==> config.mk <==
export PLATFORM = sky130hd
export DESIGN_NAME = ufbsr_top
export DESIGN_NICKNAME = d
export VERILOG_FILES = /design/src/core/ufbsr_top.v
export VERILOG_INCLUDE_DIRS = /design/src /design/src/core
export SDC_FILE = /design/constraint.sdc
export NUM_CORES = 1
export LEC_CHECK = 0
export BUFFER_PORTS_ARGS = -buffer_cell sky130_fd_sc_hd__buf_2
export CORE_MARGIN = 3
export CORE_UTILIZATION = 57
export CTS_CLUSTER_SIZE = 40
export DETAILED_ROUTE_END_ITERATION = 8
export GPL_ROUTABILITY_DRIVEN = 1
export PLACE_DENSITY = 0.87
export SLEW_MARGIN = 20
export SYNTH_ARGS = -nofsm -noshare
export SYNTH_HDL_FRONTEND = slang
export SYNTH_HIERARCHICAL = 1
export SYNTH_SLANG_ARGS = --single-unit
==> constraint.sdc <==
create_clock -name CLK_I -period 2.2 [get_ports CLK_I]
set_input_delay 0.22 -clock CLK_I [delete_from_list [all_inputs] [get_ports CLK_I]]
set_output_delay 0.22 -clock CLK_I [all_outputs]
set_load 0.05 [all_outputs]
==> src/core/ufbsr_consts.vh <==
`ifndef UFBSR_CONSTS_VH
`define UFBSR_CONSTS_VH

// ============================================================
// Register map, byte addresses on the register port.
`define UFBSR_ADDR_W 8
`define UFBSR_OFF_CTRL 8'h00
`define UFBSR_OFF_STATUS 8'h04
`define UFBSR_OFF_LOAD_PUSH 8'h08
`define UFBSR_OFF_EDGE_COUNT 8'h0C

// ============================================================
// Field positions.
`define UFBSR_CTRL_FEED_BIT 0
`define UFBSR_STATUS_STAGE_LSB 0
`define UFBSR_STATUS_LAST_N_BIT 4
`define UFBSR_STATUS_EMPTY_BIT 5
`define UFBSR_STATUS_FULL_BIT 6
`define UFBSR_STATUS_CLOCK_BIT 7
`define UFBSR_STATUS_COUNT_LSB 8

// ============================================================
// Reset values and sizes.
`define UFBSR_STAGES 4
`define UFBSR_CTRL_RESET 1'b0
`define UFBSR_STAGE_RESET 4'h0
`define UFBSR_LAST_N_RESET 1'b1
`define UFBSR_FIFO_DEPTH 16
`define UFBSR_EDGE_COUNT_W 16
`define UFBSR_SYNC_BITS 8

`endif

==> src/core/ufbsr_top.v <==
// Local design decisions: strobed register access and the register addresses.
`timescale 1ns/1ps
`default_nettype none
`include "ufbsr_consts.vh"

// ============================================================
// Load word buffer.
module ufbsr_fifo #(
    parameter WIDTH = 4,
    parameter DEPTH = 16,
    parameter AW = 4
) (
    input wire CLK_I,
    input wire ARST_N_I,
    input wire [WIDTH-1:0] in_data_i,
    input wire in_valid_i,
    output reg in_ready_o,
    output wire [WIDTH-1:0] out_data_o,
    output reg out_valid_o,
    input wire out_ready_i,
    output reg [AW:0] count_o
);
    reg [WIDTH-1:0] mem [0:DEPTH-1];
    reg [AW-1:0] wr_ptr_reg;
    reg [AW-1:0] rd_ptr_reg;
    wire push = in_valid_i & in_ready_o;
    wire pop = out_valid_o & out_ready_i;
    reg [AW:0] count_next;

    assign out_data_o = mem[rd_ptr_reg];

    always @* begin
        count_next = count_o;
        if (push && !pop) begin
            count_next = count_o + 1'b1;
        end else if (pop && !push) begin
            count_next = count_o - 1'b1;
        end
    end

    always @(posedge CLK_I) begin
        if (push) begin
            mem[wr_ptr_reg] <= in_data_i;
        end
    end

    always @(posedge CLK_I or negedge ARST_N_I) begin
        if (!ARST_N_I) begin
            wr_ptr_reg <= {AW{1'b0}};
            rd_ptr_reg <= {AW{1'b0}};
            count_o <= {(AW+1){1'b0}};
            in_ready_o <= 1'b1;
            out_valid_o <= 1'b0;
        end else begin
            if (push) begin
                wr_ptr_reg <= (wr_ptr_reg == DEPTH - 1) ? {AW{1'b0}} : wr_ptr_reg + 1'b1;
            end
            if (pop) begin
                rd_ptr_reg <= (rd_ptr_reg == DEPTH - 1) ? {AW{1'b0}} : rd_ptr_reg + 1'b1;
            end
            count_o <= count_next;
            // Full and empty come from the next count so they never lag a push or pop.
            in_ready_o <= (count_next != DEPTH);
            out_valid_o <= (count_next != {(AW+1){1'b0}});
        end
    end
endmodule

// ============================================================
// Summary of operation
// - Load select high means shift mode; first stage fed by serial set/clear.
// - In shift mode each taken clock edge moves stages one place towards the last.
// - Load select low copies parallel bit n into stage n, or buffered word bit n when feed is set and the buffer holds a word; serial inputs ignored.
// - Set high with clear-n high gives 1; both low gives 0 in first stage.
// - Set high with clear-n low toggles the first stage.
// - Set low with clear-n high keeps first stage while others shift.
// - Clear low forces all stages to 0 at once, without any clock edge.
// - Extra output is always the inverse of the last stage.
// - Mode, serial and parallel inputs are sampled only at the clock edge.
module ufbsr_top #(
    parameter FIFO_DEPTH = `UFBSR_FIFO_DEPTH,
    parameter FIFO_AW = 4
) (
    input wire CLK_I,
    input wire ARST_N_I,
    input wire SHIFT_CLOCK_I,
    input wire ASYNC_CLEAR_N_I,
    input wire LOAD_SELECT_N_I,
    input wire SERIAL_SET_I,
    input wire SERIAL_CLEAR_N_I,
    input wire [3:0] LOAD_WORD_IN_I,
    output reg [3:0] STAGE_OUT_O,
    output reg LAST_STAGE_OUT_N_O,
    output wire LOAD_FIFO_READY_O,
    input wire [`UFBSR_ADDR_W-1:0] ADDR_I,
    input wire [31:0] WDATA_I,
    input wire WR_I,
    input wire RD_I,
    output reg [31:0] RDATA_O
);
    // ============================================================
    // Pin synchronisers, three stages each.
    wire [`UFBSR_SYNC_BITS-1:0] pin_raw = {LOAD_WORD_IN_I, SERIAL_CLEAR_N_I, SERIAL_SET_I,
                                           LOAD_SELECT_N_I, SHIFT_CLOCK_I};
    reg [`UFBSR_SYNC_BITS-1:0] sync1_reg;
    reg [`UFBSR_SYNC_BITS-1:0] sync2_reg;
    reg [`UFBSR_SYNC_BITS-1:0] sync3_reg;
    reg [`UFBSR_SYNC_BITS-1:0] pin_reg;

    genvar gi;
    generate
        for (gi = 0; gi < `UFBSR_SYNC_BITS; gi = gi + 1) begin : g_sync
            always @(posedge CLK_I or negedge ARST_N_I) begin
                if (!ARST_N_I) begin
                    sync1_reg[gi] <= 1'b0;
                    sync2_reg[gi] <= 1'b0;
                    sync3_reg[gi] <= 1'b0;
                    pin_reg[gi] <= 1'b0;
                end else begin
                    sync1_reg[gi] <= pin_raw[gi];
                    sync2_reg[gi] <= sync1_reg[gi];
                    sync3_reg[gi] <= sync2_reg[gi];
                    // A change counts only once two settled stages agree.
                    if (sync2_reg[gi] == sync3_reg[gi]) begin
                        pin_reg[gi] <= sync3_reg[gi];
                    end
                end
            end
        end
    endgenerate

    // Filtered clock rising edge; data is taken from the same settled stage.
    wire clk_edge = sync2_reg[0] & sync3_reg[0] & ~pin_reg[0];
    wire load_sel_n = sync3_reg[1];
    wire ser_set = sync3_reg[2];
    wire ser_clr_n = sync3_reg[3];
    wire [3:0] pin_word = sync3_reg[7:4];

    // ============================================================
    // Control registers and load word buffer.
    reg feed_reg;
    reg [`UFBSR_EDGE_COUNT_W-1:0] edge_count_reg;
    wire [3:0] fifo_word;
    wire fifo_valid;
    wire [FIFO_AW:0] fifo_count;
    wire fifo_push = WR_I && (ADDR_I == `UFBSR_OFF_LOAD_PUSH);
    // The buffer drains only on parallel loads, so writes back up until loads take them.
    wire fifo_pop = clk_edge & ~load_sel_n & feed_reg;

    ufbsr_fifo #(
        .WIDTH(4),
        .DEPTH(FIFO_DEPTH),
        .AW(FIFO_AW)
    ) u_fifo (
        .CLK_I(CLK_I),
        .ARST_N_I(ARST_N_I),
        .in_data_i(WDATA_I[3:0]),
        .in_valid_i(fifo_push),
        .in_ready_o(LOAD_FIFO_READY_O),
        .out_data_o(fifo_word),
        .out_valid_o(fifo_valid),
        .out_ready_i(fifo_pop),
        .count_o(fifo_count)
    );

    // ============================================================
    // Shift register stages.
    wire clear_n = ARST_N_I & ASYNC_CLEAR_N_I;
    wire [3:0] load_word = (feed_reg && fifo_valid) ? fifo_word : pin_word;
    reg [3:0] stage_next;
    reg first_next;

    always @* begin
        case ({ser_set, ser_clr_n})
            2'b11: first_next = 1'b1;
            2'b00: first_next = 1'b0;
            2'b10: first_next = ~STAGE_OUT_O[0];
            2'b01: first_next = STAGE_OUT_O[0];
            default: first_next = STAGE_OUT_O[0];
        endcase
        if (!load_sel_n) begin
            stage_next = load_word;
        end else begin
            stage_next = {STAGE_OUT_O[2:0], first_next};
        end
    end

    always @(posedge CLK_I or negedge clear_n) begin
        if (!clear_n) begin
            STAGE_OUT_O <= `UFBSR_STAGE_RESET;
            LAST_STAGE_OUT_N_O <= `UFBSR_LAST_N_RESET;
        end else if (clk_edge) begin
            STAGE_OUT_O <= stage_next;
            LAST_STAGE_OUT_N_O <= ~stage_next[3];
        end
    end

    // ============================================================
    // Register port.
    always @(posedge CLK_I or negedge ARST_N_I) begin
        if (!ARST_N_I) begin
            feed_reg <= `UFBSR_CTRL_RESET;
            edge_count_reg <= {`UFBSR_EDGE_COUNT_W{1'b0}};
            RDATA_O <= 32'h00000000;
        end else begin
            if (WR_I && ADDR_I == `UFBSR_OFF_CTRL) begin
                feed_reg <= WDATA_I[`UFBSR_CTRL_FEED_BIT];
            end
            if (WR_I && ADDR_I == `UFBSR_OFF_EDGE_COUNT) begin
                edge_count_reg <= {`UFBSR_EDGE_COUNT_W{1'b0}};
            end else if (clk_edge) begin
                edge_count_reg <= edge_count_reg + 1'b1;
            end
            RDATA_O <= 32'h00000000;
            if (RD_I) begin
                case (ADDR_I)
                    `UFBSR_OFF_CTRL: RDATA_O[`UFBSR_CTRL_FEED_BIT] <= feed_reg;
                    `UFBSR_OFF_STATUS: begin
                        RDATA_O[`UFBSR_STATUS_STAGE_LSB+3:`UFBSR_STATUS_STAGE_LSB] <= STAGE_OUT_O;
                        RDATA_O[`UFBSR_STATUS_LAST_N_BIT] <= LAST_STAGE_OUT_N_O;
                        RDATA_O[`UFBSR_STATUS_EMPTY_BIT] <= ~fifo_valid;
                        RDATA_O[`UFBSR_STATUS_FULL_BIT] <= ~LOAD_FIFO_READY_O;
                        RDATA_O[`UFBSR_STATUS_CLOCK_BIT] <= pin_reg[0];
                        RDATA_O[`UFBSR_STATUS_COUNT_LSB+FIFO_AW:`UFBSR_STATUS_COUNT_LSB] <= fifo_count;
                    end
                    `UFBSR_OFF_EDGE_COUNT: RDATA_O[`UFBSR_EDGE_COUNT_W-1:0] <= edge_count_reg;
                    default: RDATA_O <= 32'h00000000;
                endcase
            end
        end
    end
endmodule
`default_nettype wire

==> metrics.md, run 1 <==
| Metric | Value |
|---|---|
| Largest net degree at the start of global routing | `24` |
| GPL Wtd Cong | `0.880` |
| Syn_area_per_cell | `14.4 sq um` |
| Worst-skew pair later-pin latency | `0.53 ns` |
| Commonest non-fill, non-tap cell in the layout | `dfrtp_1` |
| Clock tree sinks | `roughly 140` |
| First-pass GRT wire length | `between 20 and 25 mm` |
| Inserted Diodes | `0` |
| Achievable Freq | `454 MHz` |
| Slew Limit Fails | `0` |
| CTS Buffer Depth | `2` |
| Initial DRC Count | `312` |
| Count of cell types in the netlist | `53` |
| Vias per std cell | `slightly below 6` |
| Via Count | `roughly 3,800` |
| CP cell instances | `buf_12, mux4_2, a22oi_2, nand2_1, mux2_2, o211ai_1, o21a_1` |
| Setup violations, final | `1` |
| Post-synth top flop | `dfrtp_1` |
| Final hold viol count | `0` |
| Total CTS buffers | `17` |
| Design Area, Final | `7130 sq um` |
| Nets | `568` |
| Starting density of the core | `59.9%` |
| Worst endpoint data arrival time | `2.67 ns` |
| Critical setup path kind | `reg2reg` |
| Fin crit period | `2.20 ns` |
| Total power | `6770 uW` |
| Worst setup margin | `-0.00184 ns` |
| Die H | `109 um` |
| WL/cell | `about 20 um` |
| CP startpoint kind | `register` |
| Least-Margin Pin Slew | `a little over 0.6 ns` |
| Max Cap Viol | `0` |
| Failing checks | `setup timing` |
| Routed WL | `about 13 mm` |
| Pre-Repair DR Iteration Count | `5` |
| GR Util met2 | `39.2%` |
| CP max stage delay | `around 0.50 ns` |
| Most frequent cells in the layout | `75 x dfrtp_1, 64 x edfxtp_1, 46 x buf_2, 30 x nand2_1, 26 x buf_4` |
| Leakage | `0.00299 uW` |
| Core area | `about 10000 sq um` |
| Met1 Use GR | `29.2%` |
| Min-delay src | `ADDR_I[0]` |
| Area grow syn2layout | `19.0%` |
| Row count | `36` |
| Crit path launch | `u_fifo/rd_ptr_reg[0]` |
| Residual DRC count | `0` |
| Vias in the first global route | `3,847` |
| DIE AREA | `11,800 sq um` |
| Number of port buffers | `46` |
| CTS clk-pin slew, worst paths | `0.06 ns` |
| ANT nets after route | `0` |
| Final period utilization | `100%` |
| RSZ-0062 raised after global routing | `true` |
| Gr busiest metal | `met2` |
| Status | `complete, but fails checks` |
| Hpwl dp | `8.26 mm` |
| Initial antenna violation count | `0` |
| Num ports | `between 90 and 100` |
| H-tree depth | `4` |
| Synthesized cell area | `between 5000 and 6000 sq um` |
| CTS tree | `done` |
| PwrDens | `between 900 and 1000 nW/um^2` |
| Congestion Overflow GR | `0` |
| CP required | `2.66 ns` |
| Clock Skews | `approximately 0.0093 ns` |
| FFs w/ async S/R, synth | `54.9%` |
| Number of flops mapped to enable cells by yosys | `64` |
| Worst IR Drop VDD | `approximately 0.00060 V` |
| Worst Hold Slack | `0.0546 ns` |
| Total Routing Usage GR | `23.7%` |
| Max-Slew Margin vs Limit | `59.2%` |
| Area after DPL | `around 6400 sq um` |
| Crit path max fanout | `8` |
| CTS root buf | `clkbuf_8` |
| Die width | `109 um` |
| #FFs+latches synth | `around 140` |
| Yosys warning count | `6` |
| Critical-path top delay cell | `mux4_2` |
| Setup crit end kind | `register` |
| Max reg flops | `64` |
| Syn Inst Count | `415` |
| Ratio of cells with drive above 1 in the final layout | `29.5%` |
| Grt met3 use | `5.79%` |
| Fin util | `71.3%` |
| Critical R2R Launch | `u_fifo/rd_ptr_reg[0]` |
| Hold Path Class | `in2reg` |
| Post-synthesis sequential area ratio | `64.7%` |
metrics by stage:
stage | std cells | setup TNS, ns | setup slack (ns)
final | 652 | -0.00184 | -0.00184
after detailed placement | 602 | -7.48 | -0.231
after global placement | 602 | -3.18 | -0.123
after floorplan | 430 | 0 | 0.201
after CTS | 648 | 0 | 0.00312
after global routing | 652 | -0.119 | -0.0428
layer usage:
metal | share of wire [%] | wire, um | vias to the layer above
met2 | 53 | 6840 | 194
met3 | 6.4 | 824 | 43
li1 | - | - | 1683
met1 | 38 | 4880 | 1905
met5 | 0 | 0 | -
met4 | 3.3 | 424 | 0
report_power, final:
part	internal [uW]	switching (uW)
sequential	2990	289
combinational	340	563
clock	1440	1160
timing repair:
action | CTS | global route
setup endpoints to repair | 2 | 12
buffers inserted | 3 | 4
pin swaps | 2 | 5
resized for setup | 3 | 10
hold buffers | 11 | 0
endpoints found under the hold margin | 27 | 0
cells in the mapped netlist, types with 2 or more instances:
cell type   n  share of area, %
buf_2       5              0.42
nor3b_1     3              0.38
a22o_2      8               1.3
nand2_1    31               1.9
a211oi_1    2              0.25
ha_1        9               1.9
mux2i_1     4              0.67
nor4_1      7              0.73
o211ai_1    2              0.25
nor2b_1     3              0.31
o21ai_0    11              0.92
inv_1      12              0.75
mux4_2      8               3.0
mux4_1      8               3.5
nand4_1     7              0.73
nor3_1      8              0.67
nor2_2      2              0.21
xnor2_1    15               2.2
dfrtp_1    76                32
a22oi_1     9               1.1
buf_4      18               2.3
dfstp_2     2              0.88
a22o_1      5              0.73
a21oi_1     5              0.42
nor2_1     21               1.3
and2_1     19               2.0
nand2b_1    2              0.21
edfxtp_1   64                32
xor2_1      4              0.58
nand3_1    11              0.92
and3_1      5              0.52
buf_6       4              0.75
mux2_2      5              0.94
kinds of logic (layout without fill, tap and decap cells):
| family | after synthesis | after routing | synth area share, % |
|---|---|---|---|
| XOR/XNOR | 19 | 19 | 2.78 |
| AND/OR/NAND/NOR | 131 | 131 | 12.4 |
| multiplexers | 25 | 25 | 8.13 |
| other | 1 | 16 | 0.0626 |
| buffers and inverters | 40 | 129 | 4.24 |
| AO/OA/AOI/OAI | 48 | 48 | 5.81 |
| adder cells (fa/ha/maj) | 9 | 9 | 1.88 |
| flip-flops | 142 | 142 | 64.7 |
layout make-up:
class,instances,area (sq um)
inverters,12,45.0
clock buffers,19,432
multi-input cells,248,1930
flip-flops and latches,142,3880
repair buffers,85,571
clock inverters,13,105
well taps,133,166
fillers,605,2870
worst max-delay path, delay by kind of cell (launching register included):
| family | cells | cell delay (ns) |
|---|---|---|
| DFF | 1 | 0.42 |
| and+or+nand+nor | 1 | 0.08 |
| AOI/OAI and AO/OA | 3 | 0.71 |
| muxes | 2 | 0.77 |
| buffers and inverters | 1 | 0.15 |
path summary, 6_finish.rpt:
check / cells after the start / slack (ns) / to
max reg2reg: 7 / -0.002 / LAST_STAGE_OUT_N_O
max in group asynchronous: 3 / 1.39 / LAST_STAGE_OUT_N_O
max: 7 / -0.002 / LAST_STAGE_OUT_N_O
min in group asynchronous: 2 / 0.15 / u_fifo/out_valid_o
min reg2reg: 0 / 0.35 / sync2_reg[5]
min: 4 / 0.05 / RDATA_O[15]
Note: power is estimated with default switching activity, not from simulation.
==> run 2: changes to the inputs <==
--- a/config.mk
+++ b/config.mk
@@ -12,7 +12,9 @@
 export CTS_CLUSTER_SIZE = 40
 export DETAILED_ROUTE_END_ITERATION = 8
 export GPL_ROUTABILITY_DRIVEN = 1
+export MAX_ROUTING_LAYER = met4
 export PLACE_DENSITY = 0.87
+export SKIP_LAST_GASP = 1
 export SLEW_MARGIN = 20
 export SYNTH_ARGS = -nofsm -noshare
 export SYNTH_HDL_FRONTEND = slang
==> run 2 against run 1 <==
  * Worst setup slack better by 0.016 ns
  * Critical path depth stayed put
  * Core utilization is 0.11 points lower
  * The flow now finishes without violations
  * Clock power hardly changed
  * Hold slack worse by 0.0019 ns
  * Via count is 0.10% higher
  * Routed wire length is 0.19% higher
  * Register-to-register slack better by 0.02 ns
  * Largest power group unchanged
  * Highest routed layer unchanged
  * Clock-buffer cell count stayed put
==> metrics.md, run 2 (synthesized netlist as in run 1, its figures left out) <==
| Metric | Value |
|---|---|
| Sequential share of power | `48.3%` |
| Area grow syn2layout | `18.8%` |
| RSZ-0062 raised after global routing | `true` |
| Cells on Worst Hold Path | `4` |
| Max Cap Viol | `0` |
| Die width | `109 um` |
| Starting density of the core | `59.9%` |
| Core area | `10000 sq um` |
| Number of port buffers | `46` |
| Min-delay src | `ADDR_I[0]` |
| CTS Buffer Depth | `2` |
| Clock tree sinks | `142` |
| Congestion Overflow GR | `0` |
| Pre-Repair DR Iteration Count | `5` |
| WL/cell | `19.9 um` |
| Accumulated negative setup slack | `0 ns` |
| Nets | `567` |
| Worst-skew pair later-pin latency | `around 0.53 ns` |
| Worst endpoint data arrival time | `2.65 ns` |
| Hpwl dp | `~8.3 mm` |
| Sw frac | `between 20% and 30%` |
| Setup violations, final | `0` |
| Crit path launch | `u_fifo/rd_ptr_reg[0]` |
| CTS root buf | `clkbuf_8` |
| Ratio of cells with drive above 1 in the final layout | `29.0%` |
| Vias per std cell | `between 5 and 6` |
| CP required | `2.67 ns` |
| Achievable Freq | `458 MHz` |
| Total CTS buffers | `17` |
| Setup crit end kind | `register` |
| CP startpoint kind | `register` |
| Hold Path End | `RDATA_O[15]` |
| Status | `completed` |
| Initial DRC Count | `318` |
| Critical setup path kind | `reg2reg` |
| Routed WL | `13.0 mm` |
| Least-Margin Pin Slew | `0.603 ns` |
| Largest net degree at the start of global routing | `24` |
| P_int | `4760 uW` |
| Max-Slew Margin vs Limit | `59.8%` |
| Leakage | `0.00299 uW` |
| Final hold viol count | `0` |
| Row count | `36` |
| Initial antenna violation count | `0` |
| First-pass GRT wire length | `20.3 mm` |
| Hold Path Class | `in2reg` |
| H-tree depth | `4` |
| Num ports | `91` |
| CTS clk-pin slew, worst paths | `roughly 0.06 ns` |
| Most frequent cells in the layout | `75 x dfrtp_1, 64 x edfxtp_1, 46 x buf_2, 31 x nand2_1, 25 x buf_4` |
| Worst IR Drop VDD | `0.000608 V` |
| Vias in the first global route | `3,858` |
| Crit path max fanout | `8` |
| Max reg flops | `64` |
| Inserted Diodes | `0` |
| Residual DRC count | `0` |
| Worst R2R Path Depth | `7` |
| DIE AREA | `11,800 sq um` |
| Worst Hold Slack | `0.0528 ns` |
| Final period utilization | `99.3%` |
| PwrDens | `about 950 nW/um^2` |
| Clock power frac | `38.4%` |
| Clock Skews | `between 0.01 and 0.015 ns` |
| Fin crit period | `around 2.2 ns` |
| Slew Limit Fails | `0` |
| R2r setup slk | `~0.015 ns` |
| CTS tree | `done` |
| Total Routing Usage GR | `24.5%` |
| GPL Wtd Cong | `between 0.8 and 0.9` |
| Die H | `109 um` |
| Commonest non-fill, non-tap cell in the layout | `dfrtp_1` |
| ANT nets after route | `0` |
| Via Count | `3,829` |
| Sw power | `2010 uW` |
| Critical R2R Launch | `u_fifo/rd_ptr_reg[0]` |
| Fin util | `a little under three quarters` |
| End of the worst register-to-register path | `LAST_STAGE_OUT_N_O` |
| Combinational Power Share | `13.3%` |
## run 2: cell count changes in the layout (fill, tap and decap cells not counted)
cell,previous run,this run
and2_1,18,19
and2_2,1,0
buf_4,26,25
nand2_1,30,31
nand2_2,1,0
## run 2: worst max path at each step
stage | to | cells after the start
finish | LAST_STAGE_OUT_N_O | 7
global route | u_fifo/out_valid_o | 8
CTS | LAST_STAGE_OUT_N_O | 7
detailed placement | u_fifo/mem[4][0] | 9
global placement | u_fifo/mem[7][0] | 9
floorplan | u_fifo/mem[4][0] | 8
## run 2: critical path, stage by stage (launching register included)
cell and delay (ns):
dfrtp_2 0.43, buf_12 0.15, mux4_2 0.50, a22oi_2 0.23
nand2_1 0.07, mux2_2 0.27, o211ai_1 0.29, o21a_1 0.18
## run 2: layer usage
metal  vias to the layer above  track usage (%)  part of all wire (%)
met5                         -                -                     0
met4                         0             12.3                   3.9
li1                       1679                -                     -
met1                      1910             29.0                    37
met3                        46             6.45                   6.9
met2                       194             39.0                    52
## run 2: through the flow
stage | setup WS [ns] | instances | power, uW | instance area [sq um]
after global placement | -0.123 | 602 | 4110 | 6400
after detailed placement | -0.231 | 602 | 4170 | 6400
final | 0.0146 | 651 | 6780 | 7120
after floorplan | 0.201 | 430 | 3900 | 6050
after CTS | 0.00312 | 648 | 6790 | 7090
after global routing | -0.0489 | 651 | 7040 | 7120
## run 2: power groups by stage
stage	clock (uW)	combinational (uW)	sequential, uW
after floorplan	0	564	3330
after CTS	2630	892	3270
after detailed placement	0	856	3310
after global routing	2740	993	3300
final	2600	901	3270
after global placement	0	810	3300
## run 2: repair_timing
action | in CTS | in global routing
gates cloned | 0 | 0
resized for setup | 3 | 8
endpoints found under the setup margin | 2 | 12
buffers inserted | 3 | 3
pin swaps | 2 | 4
hold buffers | 11 | 0
hold endpoints to repair | 27 | 0
## run 2: cell type report
cell class | count | area [sq um]
Inverter | 12 | 45.0
Fill cell | 608 | 2880
Timing Repair Buffer | 84 | 563
Clock inverter | 13 | 105
Multi-Input combinational cell | 248 | 1930
Tap cell | 133 | 166
Sequential cell | 142 | 3880
Clock buffer | 19 | 432
